===== src/hdl/gpio_pin_pkg.sv =====
// Constants shared by the pin control block: offsets, field layout,
// reset values and the trigger and bus encodings.
// Assumes a 32-bit AHB-Lite register bus with word-aligned registers.
package gpio_pin_pkg;

  // ----------------------------------------------------------------
  // Register byte offsets
  // ----------------------------------------------------------------
  localparam logic [31:0] OFS_PIN_CONTROL = 32'h0000_006C; // Pad/function control
  localparam logic [31:0] OFS_IRQ_STATUS  = 32'h0000_0080; // Sticky pending, pin level
  localparam logic [31:0] OFS_IRQ_MASK    = 32'h0000_0084; // Gates the irq output

  // ----------------------------------------------------------------
  // Control register field positions
  // ----------------------------------------------------------------
  localparam int FWD_MASK_BIT  = 25; // Forward to interrupt controller
  localparam int TRIG_HI       = 23; // Trigger mode field
  localparam int TRIG_LO       = 21;
  localparam int IRQ_EN_BIT    = 20; // Pending generation enable
  localparam int DRV_HI        = 14; // Pad drive level field
  localparam int DRV_LO        = 12;
  localparam int PU_STRONG_BIT = 11; // 10K pull-up
  localparam int PD_WEAK_BIT   = 9;  // 100K pull-down
  localparam int PU_MED_BIT    = 8;  // 50K pull-up
  localparam int IN_EN_BIT     = 7;  // Pad input path
  localparam int OUT_EN_BIT    = 6;  // Pad output driver
  localparam int HYST_BIT      = 5;  // Schmitt input
  localparam int ANALOG_BIT    = 4;  // Route to analog channel
  localparam int FUNC_HI       = 3;  // Function select field
  localparam int FUNC_LO       = 0;

  // ----------------------------------------------------------------
  // Reset values and writable bits
  // ----------------------------------------------------------------
  localparam logic [31:0] CTL_RESET    = 32'h0000_1001; // Drive 0x1, function 0x1
  localparam logic [31:0] CTL_WR_MASK  = 32'h02F0_7BFF; // Reserved bits stay zero
  localparam logic [3:0]  FUNC_MAX     = 4'h8;          // Highest legal function code
  localparam int          STAT_PEND_BIT = 0;            // Status: interrupt pending
  localparam int          STAT_PIN_BIT  = 1;            // Status: synchronised pin level
  localparam int          MASK_IRQ_BIT  = 0;            // Mask: irq output enable

  // ----------------------------------------------------------------
  // Trigger modes and bus encodings
  // ----------------------------------------------------------------
  localparam logic [2:0] TRIG_RISE = 3'h0;
  localparam logic [2:0] TRIG_FALL = 3'h1;
  localparam logic [2:0] TRIG_BOTH = 3'h2;
  localparam logic [2:0] TRIG_HIGH = 3'h3;
  localparam logic [2:0] TRIG_LOW  = 3'h4;
  localparam int         HTRANS_ACTIVE_BIT = 1;   // NONSEQ or SEQ
  localparam logic [2:0] HSIZE_WORD = 3'h2;

  typedef enum logic [1:0] {
    BUS_IDLE,
    BUS_WR,
    BUS_RD
  } bus_state_t;

endpackage


===== src/hdl/pin_sync.sv =====
// Multi-stage synchroniser for the pad input level.
// Assumes one clock; the first stage feeds only the second.
`timescale 1ns/1ps

module pin_sync #(
  parameter int STAGES = 2
) (
  input  wire logic clk,
  input  wire logic rstn,
  input  wire logic din,
  output wire logic dout
);

  // A single stage would leave the chain slice below empty
  if (STAGES < 2) begin : gen_bad_stages
    $error("STAGES must be at least 2");
  end

  logic [STAGES-1:0] sync_ff;   // Shift chain, index 0 is first stage
  logic [STAGES-1:0] nxt_sync;  // Next chain value

  // ----------------------------------------------------------------
  // Chain shift
  // ----------------------------------------------------------------
  always_comb begin
    nxt_sync = {sync_ff[STAGES-2:0], din};
  end

  always_ff @(posedge clk or negedge rstn) begin
    if (!rstn) begin
      sync_ff <= '0;
    end else begin
      sync_ff <= nxt_sync;
    end
  end

  assign dout = sync_ff[STAGES-1];

endmodule


===== src/hdl/gpio_pin_control.sv =====
// Control logic for one general-purpose pin behind an AHB-Lite slave.
// Assumes a single clock, single-word transfers and an external pad.
//
// What this block does
// - Mask bit gates request to interrupt controller
// - Trigger field selects edge or level mode
// - Enable low blocks pending and request
// - Enable high sets pending; mask gates request
// - Drive field picks one of eight levels
// - Pull-up and pull-down enables, reset off
// - Input, output and hysteresis enables, reset off
// - Analog bit routes pin to converter channel
// - Function field codes zero to eight, reset one
// - Control at 0x6C, reserved bits read zero
`timescale 1ns/1ps

module gpio_pin_control
  import gpio_pin_pkg::*;
#(
  parameter int SYNC_STAGES = 2
) (
  input  wire logic        clk,
  input  wire logic        rstn,
  input  wire logic        hsel,
  input  wire logic [31:0] haddr,
  input  wire logic [1:0]  htrans,
  input  wire logic        hwrite,
  input  wire logic [2:0]  hsize,
  input  wire logic [31:0] hwdata,
  input  wire logic        hready,
  output wire logic        hreadyout,
  output wire logic        hresp,
  output wire logic [31:0] hrdata,
  input  wire logic        padIn,
  output wire logic [2:0]  driveStrength,
  output wire logic        pullupStrongEn,
  output wire logic        pulldownWeakEn,
  output wire logic        pullupMediumEn,
  output wire logic        inputPathEn,
  output wire logic        outputDriverEn,
  output wire logic        hysteresisEn,
  output wire logic        analogChannelEight,
  output wire logic [3:0]  functionSelect,
  output wire logic        controllerReq,
  output wire logic        irq
);

  // ----------------------------------------------------------------
  // Elaboration check
  // ----------------------------------------------------------------
  if (SYNC_STAGES < 2) begin : gen_bad_sync
    $error("SYNC_STAGES must be at least 2");
  end

  // ----------------------------------------------------------------
  // Declarations
  // ----------------------------------------------------------------
  bus_state_t  state_ff;      // Data phase in progress
  bus_state_t  nxt_state;
  logic [31:0] addr_ff;       // Latched address phase
  logic [31:0] nxt_addr;
  logic        ready_ff;      // Registered hreadyout
  logic        nxt_ready;
  logic [31:0] rdata_ff;      // Registered read data
  logic [31:0] nxt_rdata;
  logic [31:0] ctl_ff;        // Pin control register
  logic [31:0] nxt_ctl;
  logic        mask_ff;       // Irq output mask
  logic        nxt_mask;
  logic        pending_ff;    // Sticky interrupt pending
  logic        nxt_pending;
  logic        prevPin_ff;    // Previous synchronised sample
  logic        reqOut_ff;     // Request to interrupt controller
  logic        nxt_reqOut;
  logic        irq_ff;        // Level interrupt output
  logic        nxt_irq;
  logic        syncPin;       // Synchronised pad level
  logic        accept;        // Address phase taken this edge
  logic        trigEvent;     // Trigger event this cycle
  logic        ctlWrite;      // Control write commits this edge
  logic        statWrite;     // Status write commits this edge
  logic [31:0] rdMux;         // Read data before registering
  logic [3:0]  wrFunc;        // Function code being written

  // ----------------------------------------------------------------
  // Pad input synchroniser
  // ----------------------------------------------------------------
  pin_sync #(
    .STAGES (SYNC_STAGES)
  ) u_sync (
    .clk  (clk),
    .rstn (rstn),
    .din  (padIn),
    .dout (syncPin)
  );

  // ----------------------------------------------------------------
  // Bus slave: address decode and data phase
  // ----------------------------------------------------------------
  // Reads take one wait state so that read data come from a flop
  // and always reflect a write committed just before.
  always_comb begin
    accept    = hsel && hready && htrans[HTRANS_ACTIVE_BIT] && (hsize == HSIZE_WORD);
    nxt_state = BUS_IDLE;
    nxt_addr  = addr_ff;
    nxt_ready = 1'b1;
    nxt_rdata = rdata_ff;
    unique case (state_ff)
      BUS_IDLE: begin
        nxt_rdata = rdata_ff;             // Nothing pending
      end
      BUS_WR: begin
        nxt_rdata = rdata_ff;             // Commit handled below
      end
      BUS_RD: begin
        nxt_rdata = rdMux;                // Capture and release wait
      end
    endcase
    if (accept) begin
      nxt_addr = haddr;
      if (hwrite) begin
        nxt_state = BUS_WR;
      end else begin
        nxt_state = BUS_RD;
        nxt_ready = 1'b0;                 // One wait state for reads
      end
    end
  end

  always_ff @(posedge clk or negedge rstn) begin
    if (!rstn) begin
      state_ff <= BUS_IDLE;
      addr_ff  <= 32'h0000_0000;
      ready_ff <= 1'b1;
      rdata_ff <= 32'h0000_0000;
    end else begin
      state_ff <= nxt_state;
      addr_ff  <= nxt_addr;
      ready_ff <= nxt_ready;
      rdata_ff <= nxt_rdata;
    end
  end

  // ----------------------------------------------------------------
  // Read multiplexer
  // ----------------------------------------------------------------
  // Unmapped offsets read as zero with an OKAY answer.
  always_comb begin
    rdMux = 32'h0000_0000;
    if (addr_ff == OFS_PIN_CONTROL) begin
      rdMux = ctl_ff & CTL_WR_MASK;
    end else if (addr_ff == OFS_IRQ_STATUS) begin
      rdMux[STAT_PEND_BIT] = pending_ff;
      rdMux[STAT_PIN_BIT]  = syncPin;
    end else if (addr_ff == OFS_IRQ_MASK) begin
      rdMux[MASK_IRQ_BIT] = mask_ff;
    end
  end

  // ----------------------------------------------------------------
  // Register writes
  // ----------------------------------------------------------------
  // A reserved function code is refused and the old one kept, so the
  // pad never sees an undefined mux select.
  always_comb begin
    ctlWrite  = (state_ff == BUS_WR) && (addr_ff == OFS_PIN_CONTROL);
    statWrite = (state_ff == BUS_WR) && (addr_ff == OFS_IRQ_STATUS);
    wrFunc    = hwdata[FUNC_HI:FUNC_LO];
    nxt_ctl   = ctl_ff;
    nxt_mask  = mask_ff;
    if (ctlWrite) begin
      nxt_ctl = hwdata & CTL_WR_MASK;
      if (wrFunc > FUNC_MAX) begin
        nxt_ctl[FUNC_HI:FUNC_LO] = ctl_ff[FUNC_HI:FUNC_LO];
      end
    end
    if ((state_ff == BUS_WR) && (addr_ff == OFS_IRQ_MASK)) begin
      nxt_mask = hwdata[MASK_IRQ_BIT];
    end
  end

  always_ff @(posedge clk or negedge rstn) begin
    if (!rstn) begin
      ctl_ff  <= CTL_RESET;
      mask_ff <= 1'b0;
    end else begin
      ctl_ff  <= nxt_ctl;
      mask_ff <= nxt_mask;
    end
  end

  // ----------------------------------------------------------------
  // Trigger detection
  // ----------------------------------------------------------------
  // Reserved trigger codes produce no event at all.
  always_comb begin
    trigEvent = 1'b0;
    unique case (ctl_ff[TRIG_HI:TRIG_LO])
      TRIG_RISE: trigEvent = syncPin && !prevPin_ff;
      TRIG_FALL: trigEvent = !syncPin && prevPin_ff;
      TRIG_BOTH: trigEvent = syncPin != prevPin_ff;
      TRIG_HIGH: trigEvent = syncPin;
      TRIG_LOW:  trigEvent = !syncPin;
      default:   trigEvent = 1'b0;
    endcase
  end

  // ----------------------------------------------------------------
  // Pending flag, request and interrupt
  // ----------------------------------------------------------------
  // Set wins over a write-one clear in the same cycle; in level modes
  // the flag re-sets at once while the level persists.
  always_comb begin
    nxt_pending = pending_ff;
    if (statWrite && hwdata[STAT_PEND_BIT]) begin
      nxt_pending = 1'b0;
    end
    if (trigEvent && ctl_ff[IRQ_EN_BIT]) begin
      nxt_pending = 1'b1;
    end
    nxt_reqOut = pending_ff && ctl_ff[IRQ_EN_BIT] && ctl_ff[FWD_MASK_BIT];
    nxt_irq    = pending_ff && mask_ff;
  end

  always_ff @(posedge clk or negedge rstn) begin
    if (!rstn) begin
      pending_ff <= 1'b0;
      prevPin_ff <= 1'b0;
      reqOut_ff  <= 1'b0;
      irq_ff     <= 1'b0;
    end else begin
      pending_ff <= nxt_pending;
      prevPin_ff <= syncPin;
      reqOut_ff  <= nxt_reqOut;
      irq_ff     <= nxt_irq;
    end
  end

  // ----------------------------------------------------------------
  // Outputs, all straight from flops except hresp, which is tied low
  // ----------------------------------------------------------------
  // Analog routing is signalled to the pad; one pin per channel is
  // left to software, the block does not police it.
  assign hreadyout          = ready_ff;
  assign hresp              = 1'b0;
  assign hrdata             = rdata_ff;
  assign driveStrength      = ctl_ff[DRV_HI:DRV_LO];
  assign pullupStrongEn     = ctl_ff[PU_STRONG_BIT];
  assign pulldownWeakEn     = ctl_ff[PD_WEAK_BIT];
  assign pullupMediumEn     = ctl_ff[PU_MED_BIT];
  assign inputPathEn        = ctl_ff[IN_EN_BIT];
  assign outputDriverEn     = ctl_ff[OUT_EN_BIT];
  assign hysteresisEn       = ctl_ff[HYST_BIT];
  assign analogChannelEight = ctl_ff[ANALOG_BIT];
  assign functionSelect     = ctl_ff[FUNC_HI:FUNC_LO];
  assign controllerReq      = reqOut_ff;
  assign irq                = irq_ff;
endmodule


===== config.mk =====
export PLATFORM = sky130hd
export DESIGN_NAME = gpio_pin_control
export DESIGN_NICKNAME = d
export VERILOG_FILES = /design/src/hdl/gpio_pin_pkg.sv /design/src/hdl/pin_sync.sv /design/src/hdl/gpio_pin_control.sv
export SDC_FILE = /design/constraint.sdc
export NUM_CORES = 1
export LEC_CHECK = 0
export ABC_AREA = 1
export BUFFER_PORTS_ARGS = -buffer_cell sky130_fd_sc_hd__buf_4
export CAP_MARGIN = 10
export CELL_PAD_IN_SITES_DETAIL_PLACEMENT = 1
export CELL_PAD_IN_SITES_GLOBAL_PLACEMENT = 1
export CORE_ASPECT_RATIO = 1.4
export CORE_UTILIZATION = 39
export DETAILED_ROUTE_END_ITERATION = 12
export PLACE_DENSITY_LB_ADDON = 0.1
export SLEW_MARGIN = 10
export SYNTH_ARGS = -nofsm -noshare
export SYNTH_HDL_FRONTEND = slang
export SYNTH_SLANG_ARGS = --single-unit
export TNS_END_PERCENT = 1

===== constraint.sdc =====
create_clock -name clk -period 3.3 [get_ports clk]
set_input_delay 0.33 -clock clk [delete_from_list [all_inputs] [get_ports clk]]
set_output_delay 0.33 -clock clk [all_outputs]
set_load 0.02 [all_outputs]

======== Word-level counts from Yosys, hierarchy flattened ========
Index checks and enable logic that the tools add are counted.
word-level totals
  register bits ........................... 93
  bits of input ports ..................... 75
  output and inout port bits .............. 50
  logic and storage cells ................. 58
operators by class
  magnitude comparators ................... 1
  equality and inequality tests ........... 11
  muxes and demuxes ....................... 13
  bitwise operators ....................... 1
  reduce and logical (&&, ||, !) cells .... 20
operators by type and width
  cell                                                              number
  32-bit by 8-bit == test with 1-bit output, second input constant  2
  32-bit by 7-bit == test with 1-bit output, second input constant  1
  32-bit 2-to-1 mux                                                 1
  24-bit 2-to-1 mux                                                 1
  1-bit logical AND                                                 13
  3-bit by 2-bit == test with 1-bit output, second input constant   3
  1-bit 2-to-1 mux                                                  7
  2-bit 2-to-1 mux                                                  3
  1-bit one-hot mux with 5 select lines                             1
  4-bit > comparator, second input constant                         1
  3-bit by 1-bit == test with 1-bit output, second input constant   1
  3-bit == test, second input constant                              1
  3-bit logical NOT                                                 1
  2-bit by 1-bit == test with 1-bit output, second input constant   1
  2-bit == test, second input constant                              1
  1-bit logical NOT                                                 2
  2-bit logical NOT                                                 1
  2-bit AND reduction                                               1
  2-bit nonzero test                                                1
  2-bit OR reduction                                                1
  1-bit inequality test                                             1
  1-bit NOT                                                         1

======== Depth between registers and ports, before layout ========
  depth after elaboration ................. 5
  depth in mapped cells ................... 12
  depth with buffers taken out ............ 11

======== Modules after synthesis ========
Synthesis repeated with hierarchy kept, for this count alone.
second synthesis, totals
  cell total of the unflattened synthesis .. 377
  area, all modules ....................... 3528.4 um2
by module, submodules not included
  module            times used  cells an instance  area an instance (um2)  seq. area each (um2)
  gpio_pin_control  1           375                3478.3                  1955.6
  pin_sync          1           2                  50.0                    50.0

======== Least setup slack after synthesis ========
OpenSTA, ideal clock, no wires.
  path type ............................... register to register
  start point ............................. register addr_ff[15]
  end point ............................... register ctl_ff[11]
  setup time .............................. 0.117 ns
  arrival time ............................ 1.289 ns
  required time ........................... 3.183 ns
  path slack .............................. 1.894 ns
  stages on the path, launching flop included .. 12
  buffers on the path ..................... 1
  period minus slack after synthesis ...... 1.406 ns
  cells stage by stage .................... dfrtp_1 nor2_1 nand2_1 nor2_2 nand2_2 inv_2 nand2_4 nor2_4 inv_2 buf_6 nand2_1 nand2_1
between the ends
  longest elaborated chain between the ends .. 2
RTL lines
  element                                    RTL line                 source
  from (decl)                                gpio_pin_control.sv:60   logic [31:0] addr_ff;
  from (signal assigned)                     gpio_pin_control.sv:138  addr_ff <= nxt_addr;
  32-bit by 7-bit == test with 1-bit output  gpio_pin_control.sv:166  ctlWrite = (state_ff == BUS_WR) && (addr_ff == OFS_PIN_CONTROL);
  1-bit logical AND                          gpio_pin_control.sv:166
  to (signal assigned)                       gpio_pin_control.sv:187  ctl_ff <= nxt_ctl;
  to (decl)                                  gpio_pin_control.sv:66   logic [31:0] ctl_ff;
Every way passes these cells.
A chain may end at the register's enable or synchronous reset.

======== Final worst setup path ========
  start point ............................. register addr_ff[27]
  end point ............................... register ctl_ff[8]
The elaborated chain is that of the path after synthesis.

==> key figures <==
Clock tree
  – CTS Sinks: 80
  – H-Tree Depth: 3
  – Hold_buf cts: 0
  – Clock root cell: clkbuf_16
  – Post-cts resize count: 0
  – TritonCTS clock tree: built
  – Clock latency on the worst-skew pair: 0.34 ns
  – Setup bufs post-CTS: 0
  – CTS clk-pin slew, worst paths: around 0.06 ns
  – Longest Clk Path Bufs: 2
  – Cts bufs inserted: 9

Worst setup path
  – CP Data Arrival Time: approximately 2.3 ns
  – Worst Path Required: 3.53 ns
  – CP startpoint: addr_ff[27]
  – Worst R2R End: ctl_ff[8]
  – R2r startpoint: addr_ff[27]
  – Startpoint Class: flip-flop
  – CP Max Fanout: 24
  – R2R depth: 10
  – Reg2reg setup slack: 1.20 ns
  – Critical path endpoint: ctl_ff[8]
  – CP endpoint kind: flip-flop
  – CP Class: flip-flop to flip-flop

Power
  – Leak: 2.31 nW
  – Peak VDD IR: around 320 uV
  – Cell area power density: around 550 nW/um^2

Final layout
  – Nets@finish: 543
  – Commonest non-fill, non-tap cell in the layout: nand2_1
  – Layout cell share with drive strength beyond 1: 0.314
  – Most frequent cells in the layout: nand2_1 (116), buf_4 (98), dfrtp_1 (77), nor2_1 (38), inv_1 (25)
  – # fillers: approximately 1.0k
  – Layout area overhead: 29.1%
  – Ant. Diodes: 0
  – Non-Filler Instances: approximately 580

Timing
  – TNS Setup: 0 ns
  – Final period util: 0.637
  – FMAX: 476 MHz
  – Clock Skews: roughly 0.0096 ns
  – Post-layout minimum cycle time: ~2.1 ns
  – Rel. slew slack: 0.314
  – Slew Limit Fails: 0
  – RSZ-0062 raised after global routing: false
  – # setup viols final: 0
  – Worst slew pin tran: just over 1 ns
  – Final Hold Fails: 0

Global routing
  – Number of global-route vias before repair: roughly 2.9k
  – Initial antenna violation count: 0
  – GRT overflow: 0
  – Largest net degree at the start of global routing: a little over 80
  – Total track usage: 0.192
  – First-pass GRT wire length: about 13 mm

Detailed routing
  – Routed Antenna Nets: 0
  – Vias: between 2k and 3k
  – DRC: 0
  – First-pass iteration count of the detailed router: 4
  – Initial DRC Count: 127
  – DRT Wirelength: between 7 and 8 mm
  – DR WL/cell: roughly 14 um
  – Routed vias/inst: ~4.7

Run
  – MaxCap Viol Count: 0

Synthesis
  – Unique cell type count in the Yosys netlist: 23
  – Mapped Area: around 3500 um^2
  – Post-synthesis sequential area ratio: 0.568
  – Mapped Avg Cell Area: 9.36 um^2
  – Warnings from Yosys: 0
  – Area leader, netlist: dfrtp_1
  – Top-area cell type share of the netlist area: 0.546
  – Top cells by area, synth: dfrtp_1 (55%), nand2_1 (12%), mux2_2 (7.7%)
  – Syn Inst Count: between 300 and 400
  – Seq cells post-synth: 80

Placed design
  – IO Port Bufs: 96
  – Routability Congestion: roughly 0.70
  – Post-DP HPWL: around 5.6 mm
  – Placed Cells: 560

Floorplan
  – Initial Utilization: 0.408
  – Die height: between 100 and 150 um
  – Core Area: about 8700 um^2
  – # IOs: 125
  – Die area: around 9400 um^2
  – DIE WIDTH: 82.4 um
  – Site Rows: 40

Worst hold path
  – Hold Path Class: input port to flip-flop

Outcome
  – Outcome: complete, no violations
==> flip-flops by register name, indices dropped and copies added, names as in the netlist <==
name            count
addr_ff            32
controllerReq       1
ctl_ff             19
hrdata             19
hreadyout           1
irq                 1
mask_ff             1
pending_ff          1
prevPin_ff          1
state_ff            2
u_sync.sync_ff      2
==> how the worst min path moves through the flow <==
stage,startpoint,endpoint,slack [ns],depth (start not counted)
3_3_place_gp,u_sync.sync_ff[0],u_sync.sync_ff[1],0.33,0
4_1_cts,padIn,u_sync.sync_ff[0],0.08,1
2_1_floorplan,rstn,addr_ff[0],0.03,0
6_report,padIn,u_sync.sync_ff[0],0.1,1
3_5_place_dp,u_sync.sync_ff[0],u_sync.sync_ff[1],0.34,0
5_1_grt,padIn,u_sync.sync_ff[0],0.09,1
==> cell type report <==
class                           count  area [um^2]  area share
Tap cell                          105          131      0.0288
Sequential cell                    80         2010       0.440
Clock buffer                       13          250      0.0549
Multi-Input combinational cell    249         1240       0.272
Clock inverter                      3         90.1      0.0198
Timing Repair Buffer               98          736       0.161
Inverter                           28          105      0.0231
==> power by group <==
group | switching, mW | total, mW | internal (mW) | leakage (nW)
logic | 0.121 | 0.240 | 0.120 | 1.20
registers | 0.0443 | 1.10 | 1.06 | 0.947
clock network | 0.382 | 1.14 | 0.761 | 0.164
total | 0.546 | 2.49 | 1.94 | 2.31
==> stage by stage <==
step / worst slack (ns) / hold WS, ns / area [um^2] / utilization / power (mW)
after floorplan: 1.89 / 0.0344 / 3580 / - / 1.26
after global placement: 1.15 / 0.334 / 4220 / 0.487 / 1.35
after detailed placement: 1.16 / 0.336 / 4220 / 0.487 / 1.37
after CTS: 1.10 / 0.0836 / 4560 / 0.526 / 2.52
after global routing: 0.953 / 0.0906 / 4560 / 0.526 / 2.60
final: 1.20 / 0.0993 / 4560 / 0.526 / 2.49
==> cell families (layout without fill, tap and decap cells) <==
family	after synthesis	in the layout	synth area share
compound gates	39	39	0.0596
buf+inv	61	142	0.0947
flops	80	80	0.568
simple gates	170	170	0.193
mux	24	24	0.0766
other cells	1	14	0.00106
fa+ha+maj	2	2	0.00709
==> Yosys cell counts <==
library cell and instances:
nand2_4 1, o21ai_0 23, nand3_1 7, nor2_1 38, dfstp_2 3, nor2_2 3, nor2_4 1, ha_1 2
clkbuf_1 6, buf_4 21, a21boi_0 1, dfrtp_1 77, nand2_2 2, buf_2 3, inv_1 25, conb_1 1
o31ai_1 5, nand4_1 2, buf_6 3, inv_2 3, nand2_1 116, a21oi_1 10, mux2_2 24
==> critical path, cell delays in order (launching register included) <==
cell     delay, ns
dfrtp_1       0.37
nor2_1        0.13
nand2_1       0.07
nor2_1        0.17
nand2_2       0.11
inv_2         0.10
nand2_4       0.15
nor2_4        0.47
inv_2         0.24
nand2_1       0.12
nand2_1       0.05
==> metal layers <==
| metal | share of wire | track usage | wire length [um] | vias to the layer above |
|---|---|---|---|---|
| met1 | 0.37 | 0.200 | 2980 | 1310 |
| met2 | 0.54 | 0.340 | 4350 | 68 |
| met3 | 0.060 | 0.0558 | 481 | 10 |
| li1 | - | - | - | 1326 |
| met4 | 0.022 | 0.0947 | 173 | 0 |
| met5 | 0 | 0 | 0 | - |
Power figures use the tool's default switching activity.
